[src/slip_status_pkg.sv]
// Purpose: shared constants for the receive slip buffer and its status register
// Assumes: apb slave with 32-bit data, one aligned word per register
// Notes: per-channel register block; channel decode lies outside
// Behaviour
// - status bit 4 is read-only and shows superframe-96 synchronisation, resetting to 0.
// - status bit 3 is read-only and shows the receive multiframe lock state, resetting to 0.
// - a write into an already full receive buffer sets the overflow flag in bit 2.
// - a read from an already empty receive buffer sets the underflow flag in bit 1.
// - either a full-buffer write or an empty-buffer read sets the frame slip flag in bit 0.
// - a write into a full buffer discards one whole buffered frame.
// - a read from an empty buffer outputs one whole frame a second time.
// - each slip flag stays set until the status register is read or written with a one in that bit, either of which clears it to 0.
`default_nettype none
package slip_status_pkg;
    localparam logic [7:0] ADDR_CTRL = 8'h00;
    localparam logic [7:0] ADDR_FILL = 8'h04;
    localparam logic [7:0] ADDR_STATUS = 8'h08;
    localparam logic [7:0] ADDR_MASK = 8'h0c;

    localparam int BIT_SYNC96 = 4;
    localparam int BIT_MFLOCK = 3;
    localparam int BIT_OVERFLOW = 2;
    localparam int BIT_UNDERFLOW = 1;
    localparam int BIT_SLIP = 0;
    localparam int NUM_FLAGS = 3;
    localparam int CTRL_ENABLE = 0;

    localparam logic [2:0] FLAGS_RESET = 3'h0;
    localparam logic [2:0] MASK_RESET = 3'h0;
    localparam logic CTRL_ENABLE_RESET = 1'b1;

    localparam int FRAME_BYTES_DEF = 24;
    localparam int FRAMES_DEF = 2;
    localparam int DATA_W = 8;
endpackage
`default_nettype wire

[src/rx_slip_buffer_status.sv]
// Purpose: receive slip buffer with frame slips and its sticky event status register
// Assumes: single clock; write and read strobes synchronous to I_CLK
// Notes: status flags clear on read and also on write-one-to-clear
//
// The implementer's own choices: the APB register port and the register addresses.
`default_nettype none
module rx_slip_buffer_status #(
    parameter int FRAME_BYTES = slip_status_pkg::FRAME_BYTES_DEF,
    parameter int FRAMES = slip_status_pkg::FRAMES_DEF
) (
    input wire logic I_CLK,
    input wire logic I_RSTN,
    input wire logic i_psel,
    input wire logic i_penable,
    input wire logic i_pwrite,
    input wire logic [7:0] i_paddr,
    input wire logic [31:0] i_pwdata,
    output logic [31:0] o_prdata,
    output logic o_pready,
    output logic o_pslverr,
    input wire logic i_wr_valid,
    input wire logic [slip_status_pkg::DATA_W-1:0] i_wr_data,
    input wire logic i_rd_req,
    output logic [slip_status_pkg::DATA_W-1:0] o_rd_data,
    output logic o_rd_valid,
    input wire logic i_superframe96_sync,
    input wire logic i_multiframe_lock,
    output logic o_irq
);
    localparam int DEPTH = FRAME_BYTES * FRAMES;
    localparam int PW = $clog2(DEPTH);
    localparam int CW = $clog2(DEPTH + 1);
    localparam logic [PW-1:0] FRAME_P = PW'(FRAME_BYTES);
    localparam logic [PW-1:0] LAST_P = PW'(DEPTH - 1);
    localparam logic [CW-1:0] FRAME_C = CW'(FRAME_BYTES);
    localparam logic [CW-1:0] DEPTH_C = CW'(DEPTH);

    // refuse sizes the frame slip logic cannot serve
    if (FRAME_BYTES < 1 || FRAMES < 2) begin : g_bad_size
        $error("slip buffer needs at least two frames of one byte");
    end

    // pointer step with wrap for non power-of-two depth
    function automatic logic [PW-1:0] ptr_add(input logic [PW-1:0] p, input logic [PW-1:0] d);
        logic [PW:0] s;
        s = {1'b0, p} + {1'b0, d};
        if (s >= (PW+1)'(DEPTH)) begin
            s = s - (PW+1)'(DEPTH);
        end
        return s[PW-1:0];
    endfunction

    function automatic logic [PW-1:0] ptr_sub(input logic [PW-1:0] p, input logic [PW-1:0] d);
        logic [PW:0] s;
        s = {1'b0, p} + (PW+1)'(DEPTH) - {1'b0, d};
        if (s >= (PW+1)'(DEPTH)) begin
            s = s - (PW+1)'(DEPTH);
        end
        return s[PW-1:0];
    endfunction

    logic [slip_status_pkg::DATA_W-1:0] mem [DEPTH];
    logic [PW-1:0] wr_ptr_r;
    logic [PW-1:0] rd_ptr_r;
    logic [CW-1:0] count_r;
    logic enable_r;
    logic [2:0] flags_r;
    logic [2:0] mask_r;
    logic [2:0] snap_r;
    logic [31:0] prdata_r;
    logic [slip_status_pkg::DATA_W-1:0] rd_data_r;
    logic rd_valid_r;

    // buffer state and slip detection
    wire do_wr = enable_r & i_wr_valid;
    wire do_rd = enable_r & i_rd_req;
    wire is_full = (count_r == DEPTH_C);
    wire is_empty = (count_r == '0);
    wire wr_slip = do_wr & is_full;
    wire rd_slip = do_rd & is_empty;

    wire [PW-1:0] rd_base = wr_slip ? ptr_add(rd_ptr_r, FRAME_P) :
                            rd_slip ? ptr_sub(rd_ptr_r, FRAME_P) : rd_ptr_r;
    wire [CW-1:0] count_base = wr_slip ? count_r - FRAME_C :
                               rd_slip ? count_r + FRAME_C : count_r;
    wire [CW-1:0] count_nxt = count_base + CW'(do_wr) - CW'(do_rd);
    wire [PW-1:0] rd_ptr_nxt = do_rd ? ptr_add(rd_base, PW'(1)) : rd_base;
    wire [PW-1:0] wr_ptr_nxt = do_wr ? ((wr_ptr_r == LAST_P) ? '0 : wr_ptr_r + PW'(1))
                                     : wr_ptr_r;

    // apb decode
    wire setup = i_psel & ~i_penable;
    wire access = i_psel & i_penable;
    wire hit_ctrl = (i_paddr == slip_status_pkg::ADDR_CTRL);
    wire hit_fill = (i_paddr == slip_status_pkg::ADDR_FILL);
    wire hit_status = (i_paddr == slip_status_pkg::ADDR_STATUS);
    wire hit_mask = (i_paddr == slip_status_pkg::ADDR_MASK);
    wire mapped = hit_ctrl | hit_fill | hit_status | hit_mask;
    wire wr_ctrl = access & i_pwrite & hit_ctrl;
    wire wr_mask = access & i_pwrite & hit_mask;
    wire wr_status = access & i_pwrite & hit_status;
    wire rd_status = access & ~i_pwrite & hit_status;

    logic [2:0] flag_set;
    always_comb begin
        flag_set = '0;
        flag_set[slip_status_pkg::BIT_OVERFLOW] = wr_slip;
        flag_set[slip_status_pkg::BIT_UNDERFLOW] = rd_slip;
        flag_set[slip_status_pkg::BIT_SLIP] = wr_slip | rd_slip;
    end
    // clear only bits seen by this read
    wire [2:0] clr_read = rd_status ? snap_r : 3'h0;
    wire [2:0] clr_write = wr_status ? i_pwdata[2:0] : 3'h0;
    wire [2:0] flags_nxt = (flags_r & ~clr_read & ~clr_write) | flag_set;

    logic [7:0] status_word;
    always_comb begin
        status_word = '0;
        status_word[slip_status_pkg::NUM_FLAGS-1:0] = flags_r;
        status_word[slip_status_pkg::BIT_SYNC96] = i_superframe96_sync;
        status_word[slip_status_pkg::BIT_MFLOCK] = i_multiframe_lock;
    end
    wire [31:0] read_mux = hit_ctrl ? 32'(enable_r) :
                           hit_fill ? 32'(count_r) :
                           hit_status ? 32'(status_word) :
                           hit_mask ? 32'(mask_r) : 32'h0;

    always_ff @(posedge I_CLK) begin
        if (do_wr) begin
            mem[wr_ptr_r] <= i_wr_data;
        end
    end

    always_ff @(posedge I_CLK or negedge I_RSTN) begin
        if (!I_RSTN) begin
            wr_ptr_r <= '0;
            rd_ptr_r <= '0;
            count_r <= '0;
        end else if (!enable_r) begin
            wr_ptr_r <= '0;
            rd_ptr_r <= '0;
            count_r <= '0;
        end else begin
            wr_ptr_r <= wr_ptr_nxt;
            rd_ptr_r <= rd_ptr_nxt;
            count_r <= count_nxt;
        end
    end

    always_ff @(posedge I_CLK or negedge I_RSTN) begin
        if (!I_RSTN) begin
            rd_data_r <= '0;
            rd_valid_r <= 1'b0;
        end else begin
            rd_data_r <= do_rd ? mem[rd_base] : rd_data_r;
            rd_valid_r <= do_rd;
        end
    end

    always_ff @(posedge I_CLK or negedge I_RSTN) begin
        if (!I_RSTN) begin
            flags_r <= slip_status_pkg::FLAGS_RESET;
            mask_r <= slip_status_pkg::MASK_RESET;
            enable_r <= slip_status_pkg::CTRL_ENABLE_RESET;
            snap_r <= '0;
            prdata_r <= '0;
        end else begin
            flags_r <= flags_nxt;
            mask_r <= wr_mask ? i_pwdata[2:0] : mask_r;
            enable_r <= wr_ctrl ? i_pwdata[slip_status_pkg::CTRL_ENABLE] : enable_r;
            snap_r <= setup ? flags_r : snap_r;
            prdata_r <= setup ? read_mux : prdata_r;
        end
    end

    // read data is captured in the setup cycle, so every access takes one wait-free cycle
    assign o_prdata = prdata_r;
    assign o_pready = 1'b1;
    assign o_pslverr = access & ~mapped;
    assign o_rd_data = rd_data_r;
    assign o_rd_valid = rd_valid_r;
    assign o_irq = |(flags_r & mask_r);
endmodule
`default_nettype wire

[config.mk]
export PLATFORM = sky130hd
export DESIGN_NAME = rx_slip_buffer_status
export DESIGN_NICKNAME = d
export VERILOG_FILES = /design/src/slip_status_pkg.sv /design/src/rx_slip_buffer_status.sv
export SDC_FILE = /design/constraint.sdc
export NUM_CORES = 1
export LEC_CHECK = 0
export ABC_AREA = 1
export BUFFER_PORTS_ARGS = -buffer_cell sky130_fd_sc_hd__buf_2
export CORE_MARGIN = 4
export CORE_UTILIZATION = 25
export DETAILED_ROUTE_END_ITERATION = 10
export PLACE_DENSITY_LB_ADDON = 0.08
export SETUP_SLACK_MARGIN = 0.4
export SYNTH_ARGS = -nofsm -noshare
export SYNTH_HDL_FRONTEND = slang
export SYNTH_SLANG_ARGS = --single-unit
[constraint.sdc]
create_clock -name I_CLK -period 2.65 [get_ports I_CLK]
set_clock_uncertainty 0.15 [all_clocks]
set_input_delay 0.53 -clock I_CLK [delete_from_list [all_inputs] [get_ports I_CLK]]
set_output_delay 0.53 -clock I_CLK [all_outputs]
set_load 0.01 [all_outputs]
==> impl_metrics.tcl <==
set metrics [dict create \
    post_drt_wl_per_cell_um 20.3 \
    drt-initial-drc-count 817 \
    path_max_fanout 7 \
    max_freq_mhz 378 \
    synthTopCellsByArea "edfxtp_1 64%, dfrtp_1 5.8%, nor2_1 5.7%" \
    cts.sinks 427 \
    synth_largest_area_cell "edfxtp_1" \
    power.density_nw_per_um2 623 \
    required_ns 3.00 \
    seq_area_frac_synth_pct 69.6 \
    ir_drop_mv 0.360 \
    port_buffers 44 \
    htree_levels 2 \
    start_util_pct 25.3 \
    io_pins 101 \
    antenna_left 0 \
    final.period_utilization_pct 99.9 \
    cts_buffer_depth 3 \
    hold_path.class "in2reg" \
    min_from "i_pwdata[1]" \
    status "finished clean" \
    viasPerCell 4.50 \
    met1_usage_pct 20.1 \
    post-route-drc-count 0 \
    cp_slowest_stage_delay_ns 0.51 \
    end_kind "flop" \
    grt_usage_pct 14.1 \
    grt_busiest_layer "met2" \
    dp_slack_ns -0.154 \
    final_cell_area_sq_um 22500 \
    cp_data_arrival_time_ns 3.00 \
    worst-path-buf-inv 3 \
    die_w_um 277 \
    clkTransAtPathRegs_ns 0.06 \
    syn-mean-instance-area_sq_um 11.4 \
    clock_latency_ns 0.59 \
    drv_slew 0 \
    syn_inst 1584 \
    first_global_vias 12327 \
    grt_overflow 0 \
    yosysWarnings 0 \
    drive_gt1_share_pct 20.9 \
    maxSlewHeadroom_pct 50.9 \
    setup_viol 0 \
    rsz0062_at_grt "yes" \
    synth_top_area_share_pct 63.7 \
    crit_type "reg2reg" \
    place_area_sq_um 20200 \
    area_growth_pct 24.2 \
    yosysUniqueCellTypes 40 \
    core_region_area_sq_um 71600 \
    grtUsageMet3_pct 2.26 \
    root_buffer "clkbuf_16" \
    crit_chain "buf_4, o21ai_0, nand3_4, nand2_4, nand3_4, nand2_8, nand3_2, nand2_4, inv_2, ha_4, nand2_2, nor2_1, nand2_1, nand3_1, nand2_1, inv_1, a21oi_1" \
    grt_use_met2_pct 22.9 \
    syn_area_sq_um 18100 \
    hpwl_um 33800 \
    hold_violations 0 \
    period_needed_ns 2.65 \
    drt_first_pass_iters 5 \
    grt_pass1_wl_um 82400 \
    final_cells 2735 \
    slowest_stage "o21ai_0" \
    totalWireLength_um 55400 \
    numCtsBuffers 49 \
    reg2reg_from "rd_ptr_r[3]$_DFF_PN0_" \
    cp-start-kind "flop" \
    die_area_sq_um 76800 \
    worst_pin_slew_ns 0.737 \
    leakagePower_nw 8.10 \
    nets 1822 \
    gp_congestion 0.737 \
    num_rows 98 \
    ys_ff_latch 427 \
    grt_max_degree 75 \
    crit_start "rd_ptr_r[3]$_DFF_PN0_" \
    critPathTopFamily "simple AND/OR/NAND/NOR gates" \
    max-cap-violations 0 \
    antenna_found_initial 0 \
    tritoncts "yes" \
    post-place-cells 2617 \
    vias 12302 \
    die_y_um 277 \
    fin_ws_ns 0.00329 \
]
-- synth_stat cells --
cell type,n
a31oi_1,3
nand2_2,7
xor2_1,1
o311ai_0,1
nand2_4,2
ha_1,15
buf_4,41
o21ai_1,13
inv_4,1
nor3_1,8
dfrtp_1,42
inv_1,51
nand2_1,239
nor2_2,2
nand3b_1,1
a21oi_1,51
nand4_1,1
o211ai_1,9
nand3_1,24
nand3_2,2
o21ai_0,203
o22ai_1,100
edfxtp_1,384
buf_2,20
buf_6,3
nor4_1,8
conb_1,2
clkinv_1,1
xnor2_1,2
buf_1,3
or2_0,4
o21bai_1,1
o31ai_1,2
a221oi_1,2
inv_2,8
nor2_1,275
dfstp_2,1
or2_1,4
fa_1,1
clkbuf_1,46
-- per-layer routing --
| layer | wire [um] | up-vias |
|---|---|---|
| met3 | 2110 | 63 |
| met4 | 843 | 0 |
| met5 | 0 | - |
| met2 | 25600 | 203 |
| met1 | 26800 | 6114 |
| li1 | - | 5922 |
-- placed cells by master (no fill, tap or decap), drive strengths merged, types with 2 or more instances in the layout --
cell / synthesis / layout
edfxtp: 384 / 384
nor2: 277 / 277
nand2: 248 / 248
o21ai: 216 / 216
buf: 67 / 201
o22ai: 100 / 100
clkbuf: 46 / 64
inv: 60 / 62
a21oi: 51 / 51
dfrtp: 42 / 42
conb: 2 / 27
nand3: 26 / 26
clkinv: 1 / 21
ha: 15 / 15
o211ai: 9 / 9
nor3: 8 / 8
nor4: 8 / 8
or2: 8 / 8
a31oi: 3 / 3
o31ai: 2 / 2
a221oi: 2 / 2
xnor2: 2 / 2
-- metrics by stage --
stage | total power [W] | setup TNS, ns | utilization (%) | hold slack (ns)
detailed placement | 0.00807 | -0.288 | 28.3 | 0.320
finish | 0.0140 | 0 | 31.4 | 0.0997
CTS | 0.0142 | 0 | 30.6 | 0.0639
global placement | 0.00807 | -0.258 | 28.3 | 0.318
floorplan | 0.00777 | 0 | - | 0.0844
global route | 0.0146 | -0.431 | 31.4 | 0.108
-- worst reg2reg max path, cell delays in order (launching register included) --
cell and delay [ns]:
dfrtp_1 0.39, buf_4 0.16, o21ai_0 0.51, nand3_4 0.16
nand2_4 0.10, nand3_4 0.09, nand2_8 0.11, nand3_2 0.12
nand2_4 0.10, inv_2 0.04, ha_4 0.14, nand2_2 0.04
nor2_1 0.03, nand2_1 0.13, nand3_1 0.09, nand2_1 0.06
inv_1 0.04, a21oi_1 0.12
-- where the power goes --
part / switching (W) / internal (W) / total (W) / leakage (nW)
clock network: 0.00269 / 0.00338 / 0.00607 / 0.681
logic: 0.000334 / 0.000147 / 0.000481 / 3.40
registers: 0.0000777 / 0.00739 / 0.00747 / 4.03
-- area by class of cell --
class	instances	area, sq um
fillers	7292	49100
flip-flops and latches	427	12600
multi-input cells	1008	5320
repair buffers	202	1730
clock buffers	64	1280
well taps	950	1190
inverters	61	249
clock inverters	22	103
diodes	1	2.50
-- flip-flops by register name, summed over array words and instances, names as in the netlist --
signal,count
enable_r,1
wr_ptr_r,6
mask_r,3
o_prdata,6
o_rd_data,8
count_r,6
o_rd_valid,1
mem,384
snap_r,3
flags_r,3
rd_ptr_r,6
-- worst paths after layout --
check | to | slack [ns] | depth (start not counted)
setup / recovery | rd_ptr_r[4]$_DFF_PN0_ | 0.003 | 17
hold / removal | mask_r[1]$_DFFE_PN0P_ | 0.1 | 3
setup reg to reg | rd_ptr_r[4]$_DFF_PN0_ | 0.003 | 17
hold reg to reg | snap_r[0]$_DFFE_PN0P_ | 0.33 | 2
max in group asynchronous | wr_ptr_r[4]$_DFFE_PN0P_ | 1.23 | 3
min in group asynchronous | o_prdata[0]$_DFFE_PN0P_ | 0.39 | 2
-- logic make-up (layout without fill, tap and decap cells) --
logic type	Yosys count	after routing	share of synthesized area, %
AO/OA/AOI/OAI	385	385	11.6
other	2	28	0.0415
buffers and inverters	174	349	4.73
flip-flops	427	427	69.6
XOR/XNOR	3	3	0.145
AND/OR/NAND/NOR	577	577	12.7
adder cells (fa/ha/maj)	16	16	1.15
-- timing repair --
item                                   4_1_cts  5_1_grt
gates resized for setup                     46      105
setup endpoints to repair                  276      111
hold buffers                                 1        0
endpoints found under the hold margin       28        0
pin swaps                                   30       28
setup buffers                               14       16
Power figures use the tool's default switching activity.
